$ cat config.mk
export PLATFORM = sky130hd
export DESIGN_NAME = dacc_top
export DESIGN_NICKNAME = d
export VERILOG_FILES = /design/src/logic/dacc_pkg.sv /design/src/logic/dacc_ser_if.sv /design/src/logic/dacc_top.sv /design/src/logic/dacc_shifter.sv
export SDC_FILE = /design/constraint.sdc
export NUM_CORES = 1
export LEC_CHECK = 0
export ABC_AREA = 0
export BUFFER_PORTS_ARGS = -buffer_cell sky130_fd_sc_hd__buf_4
export CORE_ASPECT_RATIO = 0.5
export CORE_UTILIZATION = 45
export CTS_CLUSTER_DIAMETER = 40
export DETAILED_ROUTE_END_ITERATION = 8
export HOLD_SLACK_MARGIN = 0.05
export PLACE_DENSITY = 0.68
export SLEW_MARGIN = 20
export SYNTH_ARGS = -nofsm -noshare
export SYNTH_HDL_FRONTEND = slang
export SYNTH_HIERARCHICAL = 1
export SYNTH_SLANG_ARGS = --single-unit
$ cat constraint.sdc
create_clock -name CLOCK_I -period 5.3 [get_ports CLOCK_I]
set_clock_uncertainty 0.05 [all_clocks]
set_input_delay 1.59 -clock CLOCK_I [delete_from_list [all_inputs] [get_ports CLOCK_I]]
set_output_delay 1.59 -clock CLOCK_I [all_outputs]
set_load 0.05 [all_outputs]
$ cat src/logic/dacc_pkg.sv
/*
 * Constants, state type and sizes shared by the dual-channel conversion-control logic.
 * Assumes a single 200 MHz clock and an asynchronous active-high reset.
 */
// What this block does
// RULE_01: busy rises at conversion start, stays high until both results are latched.
// RULE_02: busy falling edge tells the host that fresh results are ready.
// RULE_03: end-of-conversion pulses low once per channel conversion.
// RULE_04: output bus enabled only while chip select and read enable are both low.
// RULE_05: external serial clock is gated by chip select; edges ignored when deselected.
// RULE_06: reset high returns to idle and aborts any running conversion.
// RULE_07: power-down lets the current conversion finish, then blocks new starts.
// RULE_08: falling convert-start edge seen in idle puts hold on and starts a conversion.
// RULE_09: low-power mode starts at acquisition end if convert-start is still low.
// RULE_10: both results sit in one shift register, shifted msb first, order selectable.
// RULE_11: serial/parallel select low gives parallel bus, high gives serial port.
// RULE_12: channels convert one after another; busy falls as the second strobe starts.
package dacc_pkg;
    localparam int RES_BITS = 16;
    localparam int SR_BITS = 2 * RES_BITS;
    localparam int CLK_PERIOD_PS = 5000;
    // conversion time per channel and acquisition time, nanoseconds
    localparam int CONV_TIME_NS = 800;
    localparam int ACQ_TIME_NS = 250;
    localparam int EOC_TIME_NS = 10;
    localparam int CONV_CYC = (CONV_TIME_NS * 1000 + CLK_PERIOD_PS - 1) / CLK_PERIOD_PS;
    localparam int ACQ_CYC = (ACQ_TIME_NS * 1000 + CLK_PERIOD_PS - 1) / CLK_PERIOD_PS;
    localparam int EOC_CYC = (EOC_TIME_NS * 1000 + CLK_PERIOD_PS - 1) / CLK_PERIOD_PS;
    localparam int CNT_W = 12;
    localparam int BIT_CNT_W = 6;
    localparam logic [CNT_W-1:0] CNT_ZERO = 12'h000;
    localparam logic [CNT_W-1:0] CNT_ONE = 12'h001;
    localparam logic [SR_BITS-1:0] SR_RESET = 32'h0000_0000;
    localparam logic [BIT_CNT_W-1:0] BIT_ZERO = 6'h00;
    localparam logic [BIT_CNT_W-1:0] BIT_ONE = 6'h01;
    // idle pin levels {start, select, read, power-down, low-power mode, serial clock}
    localparam logic [5:0] SYNC_IDLE = 6'h38;
    // gray sequence: idle, conv a, conv b, acquire
    typedef enum logic [1:0] {
        DACC_IDLE = 2'h0,
        DACC_CONV_A = 2'h1,
        DACC_CONV_B = 2'h3,
        DACC_ACQ = 2'h2
    } dacc_state_e;
endpackage

$ cat src/logic/dacc_ser_if.sv
/*
 * Carrier between conversion control and the serial shifter.
 * Assumes both ends run on the same clock.
 */
`timescale 1ns/1ps
interface dacc_ser_if;
    import dacc_pkg::*;
    logic load;
    logic [SR_BITS-1:0] data;
    logic shift_edge;
    logic sdo;
    modport ctrl (output load, output data, output shift_edge, input sdo);
    modport shifter (input load, input data, input shift_edge, output sdo);
endinterface

$ cat src/logic/dacc_top.sv
/*
 * Conversion control, result latch and output enable of a dual converter.
 * Assumes host pins are asynchronous; analog results arrive as parallel words.
 */
`timescale 1ns/1ps
module dacc_top
    import dacc_pkg::*;
#(
    parameter int CONV_CYCLES = CONV_CYC,
    parameter int ACQ_CYCLES = ACQ_CYC
)
(
    input wire logic CLOCK_I,
    input wire logic RESET_I,
    input wire logic CONVERT_START_N_I,
    input wire logic CS_N_I,
    input wire logic RD_N_I,
    input wire logic POWER_DOWN_IN_I,
    input wire logic IMPULSE_MODE_I,
    input wire logic SERIAL_PARALLEL_SEL_I,
    input wire logic CHAN_ORDER_SEL_I,
    input wire logic SCLK_I,
    input wire logic [RES_BITS-1:0] RESULT_A_I,
    input wire logic [RES_BITS-1:0] RESULT_B_I,
    output logic BUSY_O,
    output logic EOC_N_O,
    output logic HOLD_O,
    output logic POWERED_DOWN_O,
    output logic [RES_BITS-1:0] PAR_DATA_O,
    output logic PAR_OE_O,
    output logic SDOUT_O,
    output logic SDOUT_OE_O
);
    localparam logic [CNT_W-1:0] CONV_LAST = CONV_CYCLES[CNT_W-1:0] - CNT_ONE;
    localparam logic [CNT_W-1:0] ACQ_LAST = ACQ_CYCLES[CNT_W-1:0] - CNT_ONE;

    //////////////////////////////////////////////////////////////////
    // two-flop synchronisers for every host pin; stage 1 read only by stage 2
    logic [5:0] sync1;
    logic [5:0] sync2;
    logic cnv_d;
    logic sclk_d;
    always_ff @(posedge CLOCK_I or posedge RESET_I)
    begin
        if (RESET_I)
        begin
            // idle levels, so no false power-down or clock edge after reset
            sync1 <= SYNC_IDLE;
            sync2 <= SYNC_IDLE;
        end
        else
        begin
            sync1 <= {CONVERT_START_N_I, CS_N_I, RD_N_I, POWER_DOWN_IN_I,
                      IMPULSE_MODE_I, SCLK_I};
            sync2 <= sync1;
        end
    end
    wire cnv_n = sync2[5];
    wire cs_n = sync2[4];
    wire rd_n = sync2[3];
    wire pwr_dn = sync2[2];
    wire impulse = sync2[1];
    wire sclk = sync2[0];
    logic ser_sel_q;
    logic ser_sel;
    logic order_q;
    logic order;
    always_ff @(posedge CLOCK_I or posedge RESET_I)
    begin
        if (RESET_I)
        begin
            ser_sel_q <= 1'b0;
            ser_sel <= 1'b0;
            order_q <= 1'b0;
            order <= 1'b0;
        end
        else
        begin
            ser_sel_q <= SERIAL_PARALLEL_SEL_I;
            ser_sel <= ser_sel_q;
            order_q <= CHAN_ORDER_SEL_I;
            order <= order_q;
        end
    end

    //////////////////////////////////////////////////////////////////
    // start decode: edge, or held low at end of acquisition in impulse mode
    always_ff @(posedge CLOCK_I or posedge RESET_I)
    begin
        if (RESET_I)
        begin
            cnv_d <= 1'b1;
            sclk_d <= 1'b0;
        end
        else
        begin
            cnv_d <= cnv_n;
            sclk_d <= sclk;
        end
    end
    dacc_state_e state;
    dacc_state_e next_state;
    logic [CNT_W-1:0] cnt;
    logic [CNT_W-1:0] eoc_cnt;
    logic [RES_BITS-1:0] res_a;
    logic [RES_BITS-1:0] res_b;
    logic [SR_BITS-1:0] par_word;
    wire cnv_fall = cnv_d & ~cnv_n; // see RULE_08
    wire acq_done = (state == DACC_ACQ) && (cnt == ACQ_LAST);
    wire held_start = impulse & ~cnv_n & acq_done; // see RULE_09
    wire start_ok = ~pwr_dn & ((state == DACC_IDLE & cnv_fall) | held_start); // see RULE_07
    wire chan_done = (state == DACC_CONV_A || state == DACC_CONV_B) && (cnt == CONV_LAST);
    wire latch = (state == DACC_CONV_B) && (cnt == CONV_LAST);

    //////////////////////////////////////////////////////////////////
    // sequencer; acquisition follows each cycle, edges during it are lost
    always_comb
    begin
        next_state = state;
        unique case (state)
            DACC_IDLE: if (start_ok) next_state = DACC_CONV_A;
            DACC_CONV_A: if (chan_done) next_state = DACC_CONV_B; // see RULE_12
            DACC_CONV_B: if (chan_done) next_state = DACC_ACQ;
            DACC_ACQ:
            begin
                if (start_ok)
                    next_state = DACC_CONV_A;
                else if (acq_done)
                    next_state = DACC_IDLE;
            end
        endcase
    end
    always_ff @(posedge CLOCK_I or posedge RESET_I)
    begin
        if (RESET_I)
            state <= DACC_IDLE; // see RULE_06
        else
            state <= next_state;
    end
    // one counter serves both conversion slots and acquisition
    always_ff @(posedge CLOCK_I or posedge RESET_I)
    begin
        if (RESET_I)
            cnt <= CNT_ZERO;
        else if (state != next_state || state == DACC_IDLE)
            cnt <= CNT_ZERO;
        else
            cnt <= cnt + CNT_ONE;
    end

    //////////////////////////////////////////////////////////////////
    // end-of-conversion strobe, low for EOC_CYC cycles per channel
    always_ff @(posedge CLOCK_I or posedge RESET_I)
    begin
        if (RESET_I)
            eoc_cnt <= CNT_ZERO;
        else if (chan_done)
            eoc_cnt <= EOC_CYC[CNT_W-1:0]; // see RULE_03
        else if (eoc_cnt != CNT_ZERO)
            eoc_cnt <= eoc_cnt - CNT_ONE;
    end
    assign EOC_N_O = (eoc_cnt == CNT_ZERO);
    // busy covers both slots; falls with the latch, in the same cycle the second strobe starts
    assign BUSY_O = (state == DACC_CONV_A) || (state == DACC_CONV_B); // see RULE_01
    assign HOLD_O = BUSY_O; // see RULE_08
    assign POWERED_DOWN_O = pwr_dn && (state == DACC_IDLE); // see RULE_07

    //////////////////////////////////////////////////////////////////
    // result latch: both channels latched together at the second slot end, at busy fall
    always_ff @(posedge CLOCK_I or posedge RESET_I)
    begin
        if (RESET_I)
        begin
            res_a <= '0;
            res_b <= '0;
        end
        else if (latch)
        begin
            res_a <= RESULT_A_I; // see RULE_02
            res_b <= RESULT_B_I;
        end
    end
    assign par_word = order ? {RESULT_B_I, RESULT_A_I} : {RESULT_A_I, RESULT_B_I};

    //////////////////////////////////////////////////////////////////
    // output enable and serial clock gate
    wire read_en = ~cs_n & ~rd_n; // see RULE_04
    wire sclk_rise = ~cs_n & sclk & ~sclk_d; // see RULE_05
    logic [BIT_CNT_W-1:0] bit_cnt;
    always_ff @(posedge CLOCK_I or posedge RESET_I)
    begin
        if (RESET_I)
            bit_cnt <= BIT_ZERO;
        else if (latch)
            bit_cnt <= BIT_ZERO;
        else if (sclk_rise && ser_sel)
            bit_cnt <= bit_cnt + BIT_ONE;
    end
    dacc_ser_if ser ();
    assign ser.load = latch;
    assign ser.data = par_word; // see RULE_10
    assign ser.shift_edge = sclk_rise & ser_sel;
    dacc_shifter u_shifter (
        .clk_i(CLOCK_I),
        .rst_i(RESET_I),
        .ser(ser.shifter)
    );
    // parallel bus shows channel a by default, b when exactly one of order select high and serial bit count odd holds
    always_ff @(posedge CLOCK_I or posedge RESET_I)
    begin
        if (RESET_I)
            PAR_DATA_O <= '0;
        else
            PAR_DATA_O <= (order ^ bit_cnt[0]) ? res_b : res_a;
    end
    always_ff @(posedge CLOCK_I or posedge RESET_I)
    begin
        if (RESET_I)
            SDOUT_O <= 1'b0;
        else
            SDOUT_O <= ser.sdo;
    end
    assign PAR_OE_O = read_en & ~ser_sel; // see RULE_11
    assign SDOUT_OE_O = read_en & ser_sel; // see RULE_11
endmodule

$ cat src/logic/dacc_shifter.sv
/*
 * Result shift register, msb first, loaded on result latch.
 * Assumes shift_edge is a single-cycle synchronous pulse.
 */
`timescale 1ns/1ps
module dacc_shifter
    import dacc_pkg::*;
(
    input wire logic clk_i,
    input wire logic rst_i,
    dacc_ser_if.shifter ser
);
    logic [SR_BITS-1:0] sr;
    //////////////////////////////////////////////////////////////////
    // load wins over shift so a fresh result is never half-shifted
    always_ff @(posedge clk_i or posedge rst_i)
    begin
        if (rst_i)
            sr <= SR_RESET;
        else if (ser.load)
            sr <= ser.data; // see RULE_10
        else if (ser.shift_edge)
            sr <= {sr[SR_BITS-2:0], 1'b0}; // see RULE_10
    end
    assign ser.sdo = sr[SR_BITS-1];
endmodule

==> out/qor.txt, run 1 <==
CTS buffer count -> 17
Hold EP -> ser_sel$_DFF_PP0_
Routed wire length -> 10,480 um
FMAX -> 255.8 MHz
Crit. End Element -> primary output
Final period utilization -> 73.77%
Hold Path Class -> flop to flop
GPL Wtd Cong -> 0.7914
Transition time of the tightest slew-check pin -> 1008 ps
Vias -> 3,598
Vias in the first global route -> 3,663
Crit path max fanout -> 16
IO Port Bufs -> 64
Placed cell areas -> 6217 sq um
Post-route insts no fill -> 696
Leak -> 2.776 nW
CP required -> 3660 ps
Pwr dens -> 443.2 nW/um^2
Worst R2R Path Depth -> 5
N_diodes -> 0
IO Pins -> 65
Post-route ant nets -> 0
Yosys reg bits -> 126
Ys Warns -> 6
Worst setup SP type -> flop
Hold Violations, Final -> 0
Die H -> 81.18 um
Die width -> 160.3 um
Critical setup path kind -> flop to primary output
Worst vdd ir -> 0.0001950 V
Rows -> 28
Clock Root Buffer -> clkbuf_16
DIE AREA -> 13,020 sq um
Post-synthesis cell type count -> 41
Nets -> 564
Final HPWL DP -> 6537 um
Vias per cell -> 5.170
Area of the multi-input gates -> 2318 sq um
Initial antenna violation count -> 0
Hold_sp -> ser_sel_q$_DFF_PP0_
CTS sink count -> 126
Unrepaired setup endpoints after global routing -> false
Mapped Cells -> 458
Tmin final -> 3910 ps
Post-CTS Hold Buffers -> 0
TNS Setup -> 0 ps
Global-route total usage across every layer -> 17.60%
Final instance area -> 6809 sq um
WL per Instance -> 15.06 um
Dpl ws -> 1894 ps
Most common cell after layout, fill and taps aside -> dfrtp_1
Reg2Reg Setup Slack -> 2910 ps
Core Area -> 12,020 sq um
Max_cap viols -> 0
Slew Limit Fails -> 0
Later-pin clock latency in the skew report -> 410 ps
Worst R2R Start -> cnt[6]$_DFF_PP0_
CTS tree -> built
Largest net degree at the start of global routing -> 66
Pre-Repair DR Iteration Count -> 6
Syn Area/Cell -> 12.32 sq um
Longest Clk Path Bufs -> 2
CTS resizes -> 0
Effective utilization at floorplan -> 46.95%
Max H-tree Level -> 4
Setup Buffers After CTS -> 0
Post-route setup slack -> 1390 ps
Register area share after synthesis -> 56.04%
First-pass GRT wire length -> 17,660 um
Reg area -> 3162 sq um
RR Endpoint -> res_b[9]$_DFFE_PP0P_
# DRC -> 0
Total grt overflow -> 0
Filler Cell Count -> 1,004
Crit path DAT -> 2270 ps
Clock-pin slew on the worst setup and hold paths -> 50 ps
Initial DRC count -> 152
Final setup viols -> 0
Synth-to-Final Area Change -> 20.69%
Status -> completed
Power Total -> 3.018 mW
Relative slew slack -> 32.79%
Dpl cells -> 665
Mapped Nets -> 503
Share of cells above drive strength 1 -> 36.16%
Hold Path Depth -> 0
Cell area after synthesis -> 5642 sq um
Most frequent cells in the layout -> dfrtp_1 (119), mux2_2 (79), buf_4 (69), nand2_1 (49), mux2i_1 (34)
-- worst max path at each step --
stage                                start  slack (ps)                 endpoint  depth (start not counted)
floorplan                          RESET_I        1220  PAR_DATA_O[0]$_DFF_PP0_                          1
global placement    eoc_cnt[0]$_DFFE_PP0P_        1930                  EOC_N_O                          5
detailed placement  eoc_cnt[0]$_DFFE_PP0P_        1890                  EOC_N_O                          5
CTS                 eoc_cnt[0]$_DFFE_PP0P_        1420                  EOC_N_O                          5
global route        eoc_cnt[0]$_DFFE_PP0P_        1250                  EOC_N_O                          5
finish              eoc_cnt[0]$_DFFE_PP0P_        1390                  EOC_N_O                          5
-- per-stage QoR --
| step | hold WS, ps | utilization (%) |
|---|---|---|
| 6_report | 292.0 | 56.66 |
| 5_1_grt | 303.6 | 56.66 |
| 4_1_cts | 292.9 | 56.56 |
| 3_5_place_dp | 286.2 | 51.74 |
| 3_3_place_gp | 282.6 | 51.74 |
| 2_1_floorplan | 281.2 | - |
-- area by class of cell --
class / instances / share of cell area (%)
inverters: 6 / 0.3675
repair buffers: 69 / 7.608
clock inverters: 5 / 1.176
clock buffers: 26 / 7.332
flip-flops and latches: 126 / 46.44
multi-input cells: 299 / 34.05
well taps: 165 / 3.032
-- cells by family (layout without fill, tap and decap cells) --
kind of cell,Yosys count,in the layout,share of synthesized area [%]
flip-flops,126,126,56.04
buffers and inverters,33,106,3.504
multiplexers,115,115,22.20
AND/OR/NAND/NOR,126,126,11.31
AO/OA/AOI/OAI,42,42,4.258
XOR/XNOR,13,13,2.018
adder cells (fa/ha/maj),3,3,0.6654
-- per-layer routing --
layer | share of wire [%] | GRT usage, % | wire, um
met1 | 47 | 22.08 | 4973
met3 | 3.1 | 5.260 | 320
met4 | 0.92 | 6.000 | 96
met5 | 0 | 0 | 0
met2 | 49 | 29.48 | 5093
-- registers in the layout, summed over array words and instances, names as in the netlist --
signal        cells
PAR_DATA_O       16
SDOUT_O           1
bit_cnt           1
cnt              12
cnv_d             1
eoc_cnt          12
order             1
order_q           1
res_a            16
res_b            16
sclk_d            1
ser_sel           1
ser_sel_q         1
state             2
sync1             6
sync2             6
u_shifter/sr     32
-- cell usage after synthesis, drive strengths merged --
master  number  share of area, %
a21oi        2              0.18
a22oi        1              0.13
and2         1              0.11
and3         1              0.11
and4         3              0.47
and4b        1              0.18
buf         16               2.4
clkbuf      11              0.73
dfrtp      119                53
dfstp        7               3.3
ha           3              0.67
inv          6              0.40
mux2        81                16
mux2i       34               6.0
nand2       49               3.3
nand2b       3              0.33
nand3        5              0.44
nand4        4              0.44
nand4b       1              0.16
nor2        24               1.6
nor2b        1              0.11
nor3         8              0.71
nor3b        3              0.40
nor4         4              0.44
nor4b        2              0.31
nor4bb       1              0.18
o211ai       5              0.67
o21ai       33               3.1
o31a         1              0.16
or3          5              0.55
or3b         2              0.31
or4          8               1.2
xnor2       11               1.7
xor2         2              0.31
-- power breakdown --
part	internal, mW	switching, mW
clock network	0.739	0.391
logic	0.283	0.374
registers	1.11	0.119
-- critical path, cell delays in order (launching register included) --
cell and delay (ps):
dfrtp_1 360, inv_1 100, ha_1 200, nor3b_1 320, and4_1 590, buf_4 290
No activity file was read; power rests on OpenSTA's default activity.
==> inputs of run 2 (changes only) <==
Clock period 5.3 ns to 3.6 ns, I/O delays scaled along.
==> run 2 against run 1 <==
  * Power up 51%
  * Sequential share of layout area shrank 0.51 points
  * Setup slack worse by 830 ps
  * Critical endpoint unchanged
  * Largest power group unchanged
  * Global-route usage down 0.33 points
  * Flip-flop and latch count unchanged
  * Sequential power rose by 47%
  * Final cell count rose by 0.72%
  * Highest routed layer unchanged
==> out/qor.txt, run 2 (synthesis gave the netlist of run 1 again) <==
Status -> completed (unchanged)
Capture point of the worst path -> EOC_N_O (unchanged)
Rows -> 28 (unchanged)
Filler Cell Count -> 1,006 (was 1,004)
Highest-delay cell along the critical path -> dfrtp_1 (was and4_1)
Die width -> 160.3 um (unchanged)
Worst setup path startpoint -> eoc_cnt[0]$_DFFE_PP0P_ (unchanged)
Placed cell areas -> 6260 sq um (was 6217 sq um)
Tmin final -> 3041 ps
Routed wire length -> 10,460 um (was 10,480 um)
Max incr delay on CP -> 370 ps (was 590 ps)
Final instance area -> 6884 sq um (was 6809 sq um)
Pwr dens -> 662.5 nW/um^2 (was 443.2 nW/um^2)
Global-route total usage across every layer -> 17.27% (was 17.60%)
CTS tree -> built (unchanged)
Final core utilization -> 57.29% (was 56.66%)
Crit path max fanout -> 4 (was 16)
Effective utilization at floorplan -> 46.95% (unchanged)
FMAX -> 328.8 MHz
Vias -> 3,633 (was 3,598)
Final period utilization -> 84.48%
CP required -> 2470 ps (was 3660 ps)
Slew Limit Fails -> 0 (unchanged)
CTS sink count -> 126 (unchanged)
Unrepaired setup endpoints after global routing -> false (unchanged)
Later-pin clock latency in the skew report -> 410 ps (about the same)
Worst vdd ir -> 0.0003126 V (was 0.0001950 V)
Pre-Repair DR Iteration Count -> 4 (was 6)
WL per Instance -> 14.92 um (was 15.06 um)
Max_cap viols -> 0 (unchanged)
Relative slew slack -> 34.74% (was 32.79%)
Dpl ws -> 1010 ps (was 1894 ps)
Largest reg by FF count -> u_shifter/sr (unchanged)
Nets -> 568 (was 564)
Critical setup path kind -> flop to primary output (unchanged)
Dpl cells -> 669 (was 665)
DIE AREA -> 13,020 sq um (unchanged)
Die H -> 81.18 um (unchanged)
IO Port Bufs -> 64 (unchanged)
GPL Wtd Cong -> 0.8079 (was 0.7914)
Clock-pin slew on the worst setup and hold paths -> 60 ps (was 50 ps)
CTS buffer count -> 17 (unchanged)
Final setup viols -> 0 (unchanged)
Path length in cells of the critical path -> 5 (unchanged)
N_diodes -> 0 (unchanged)
Share of cells above drive strength 1 -> 37.31% (was 36.16%)
Power Total -> 4.561 mW (was 3.018 mW)
Largest net degree at the start of global routing -> 66 (unchanged)
Post-route ant nets -> 0 (unchanged)
CTS resizes -> 0 (unchanged)
First-pass GRT wire length -> 17,480 um (was 17,660 um)
Clock Root Buffer -> clkbuf_16 (unchanged)
Post-route setup slack -> 558.6 ps (was 1390 ps)
Largest register FFs -> 32 (unchanged)
IO Pins -> 65 (unchanged)
TNS Setup -> 0 ps (unchanged)
Longest Clk Path Bufs -> 2 (unchanged)
# DRC -> 0 (unchanged)
Hold Violations, Final -> 0 (unchanged)
Reg area -> 3162 sq um (unchanged)
Hold Path Class -> flop to flop (unchanged)
Most common cell after layout, fill and taps aside -> dfrtp_1 (unchanged)
Worst R2R Start -> cnt[6]$_DFF_PP0_ (unchanged)
Synth-to-Final Area Change -> 22.02% (was 20.69%)
Most frequent cells in the layout -> dfrtp_1 (119), mux2_2 (79), buf_4 (72), nand2_1 (49), mux2i_1 (34) (was dfrtp_1 (119), mux2_2 (79), buf_4 (69), nand2_1 (49), mux2i_1 (34))
Worst R2R Path Depth -> 5 (unchanged)
RR Endpoint -> res_b[9]$_DFFE_PP0P_ (unchanged)
Setup Buffers After CTS -> 0 (unchanged)
Worst setup SP type -> flop (unchanged)
Crit. End Element -> primary output (unchanged)
Initial antenna violation count -> 0 (unchanged)
Crit path buf inv count -> 2 (unchanged)
Core Area -> 12,020 sq um (unchanged)
CP delay by family, top -> simple AND/OR/NAND/NOR gates (unchanged)
Reg2Reg Setup Slack -> 1210 ps (was 2910 ps)
Vias per cell -> 5.183 (was 5.170)
Worst hold slack -> 294.1 ps (was 292.0 ps)
Initial DRC count -> 159 (was 152)
Crit path DAT -> 1910 ps (was 2270 ps)
Post-CTS Hold Buffers -> 0 (unchanged)
Transition time of the tightest slew-check pin -> 979.0 ps (was 1008 ps)
Area of the multi-input gates -> 2306 sq um (was 2318 sq um)
Worst path cell trace -> inv_1 > ha_1 > nor3b_1 > and4_1 > buf_4 (unchanged)
Final HPWL DP -> 6824 um (was 6537 um)
Leak -> 2.825 nW (was 2.776 nW)
Total grt overflow -> 0 (unchanged)
Max H-tree Level -> 4 (unchanged)
Post-route insts no fill -> 701 (was 696)
Vias in the first global route -> 3,596 (was 3,663)
run 2: power breakdown:
group | switching (mW) | internal, mW | leakage (nW)
combinational | 0.542 | 0.418 | 1.12
sequential | 0.171 | 1.64 | 1.41
clock | 0.602 | 1.19 | 0.303
total | 1.32 | 3.25 | 2.83
run 2: worst min path at each step:
stage | startpoint | endpoint | slack [ps] | depth (start not counted)
3_3_place_gp | sync1[1]$_DFF_PP0_ | sync2[1]$_DFF_PP0_ | 280 | 0
6_report | sync1[0]$_DFF_PP0_ | sync2[0]$_DFF_PP0_ | 290 | 0
3_5_place_dp | sync1[2]$_DFF_PP0_ | sync2[2]$_DFF_PP0_ | 290 | 0
2_1_floorplan | order_q$_DFF_PP0_ | order$_DFF_PP0_ | 280 | 0
4_1_cts | ser_sel_q$_DFF_PP0_ | ser_sel$_DFF_PP0_ | 290 | 0
5_1_grt | sync1[0]$_DFF_PP0_ | sync2[0]$_DFF_PP0_ | 310 | 0
run 2: final cells by class:
type	count	share of cell area (%)
flip-flops and latches	126	45.93
well taps	165	2.999
multi-input cells	299	33.50
inverters	6	0.3635
repair buffers	73	8.143
clock inverters	11	2.381
clock buffers	21	6.688
run 2: routing by layer:
metal,share of wire (%),wire (um),vias to the layer above,GRT usage (%)
met2,49,5125,33,28.22
met4,1.1,111,0,5.429
met5,0,0,-,0
met1,47,4921,1832,22.28
met3,2.9,300,10,5.260
li1,-,-,1758,-
run 2: worst register-to-register path, cell delays in order (launching register included):
cell and delay, ps:
dfrtp_1 410, nor3_1 480, and4_1 530, nand2_1 140, buf_4 290, mux2_1 370
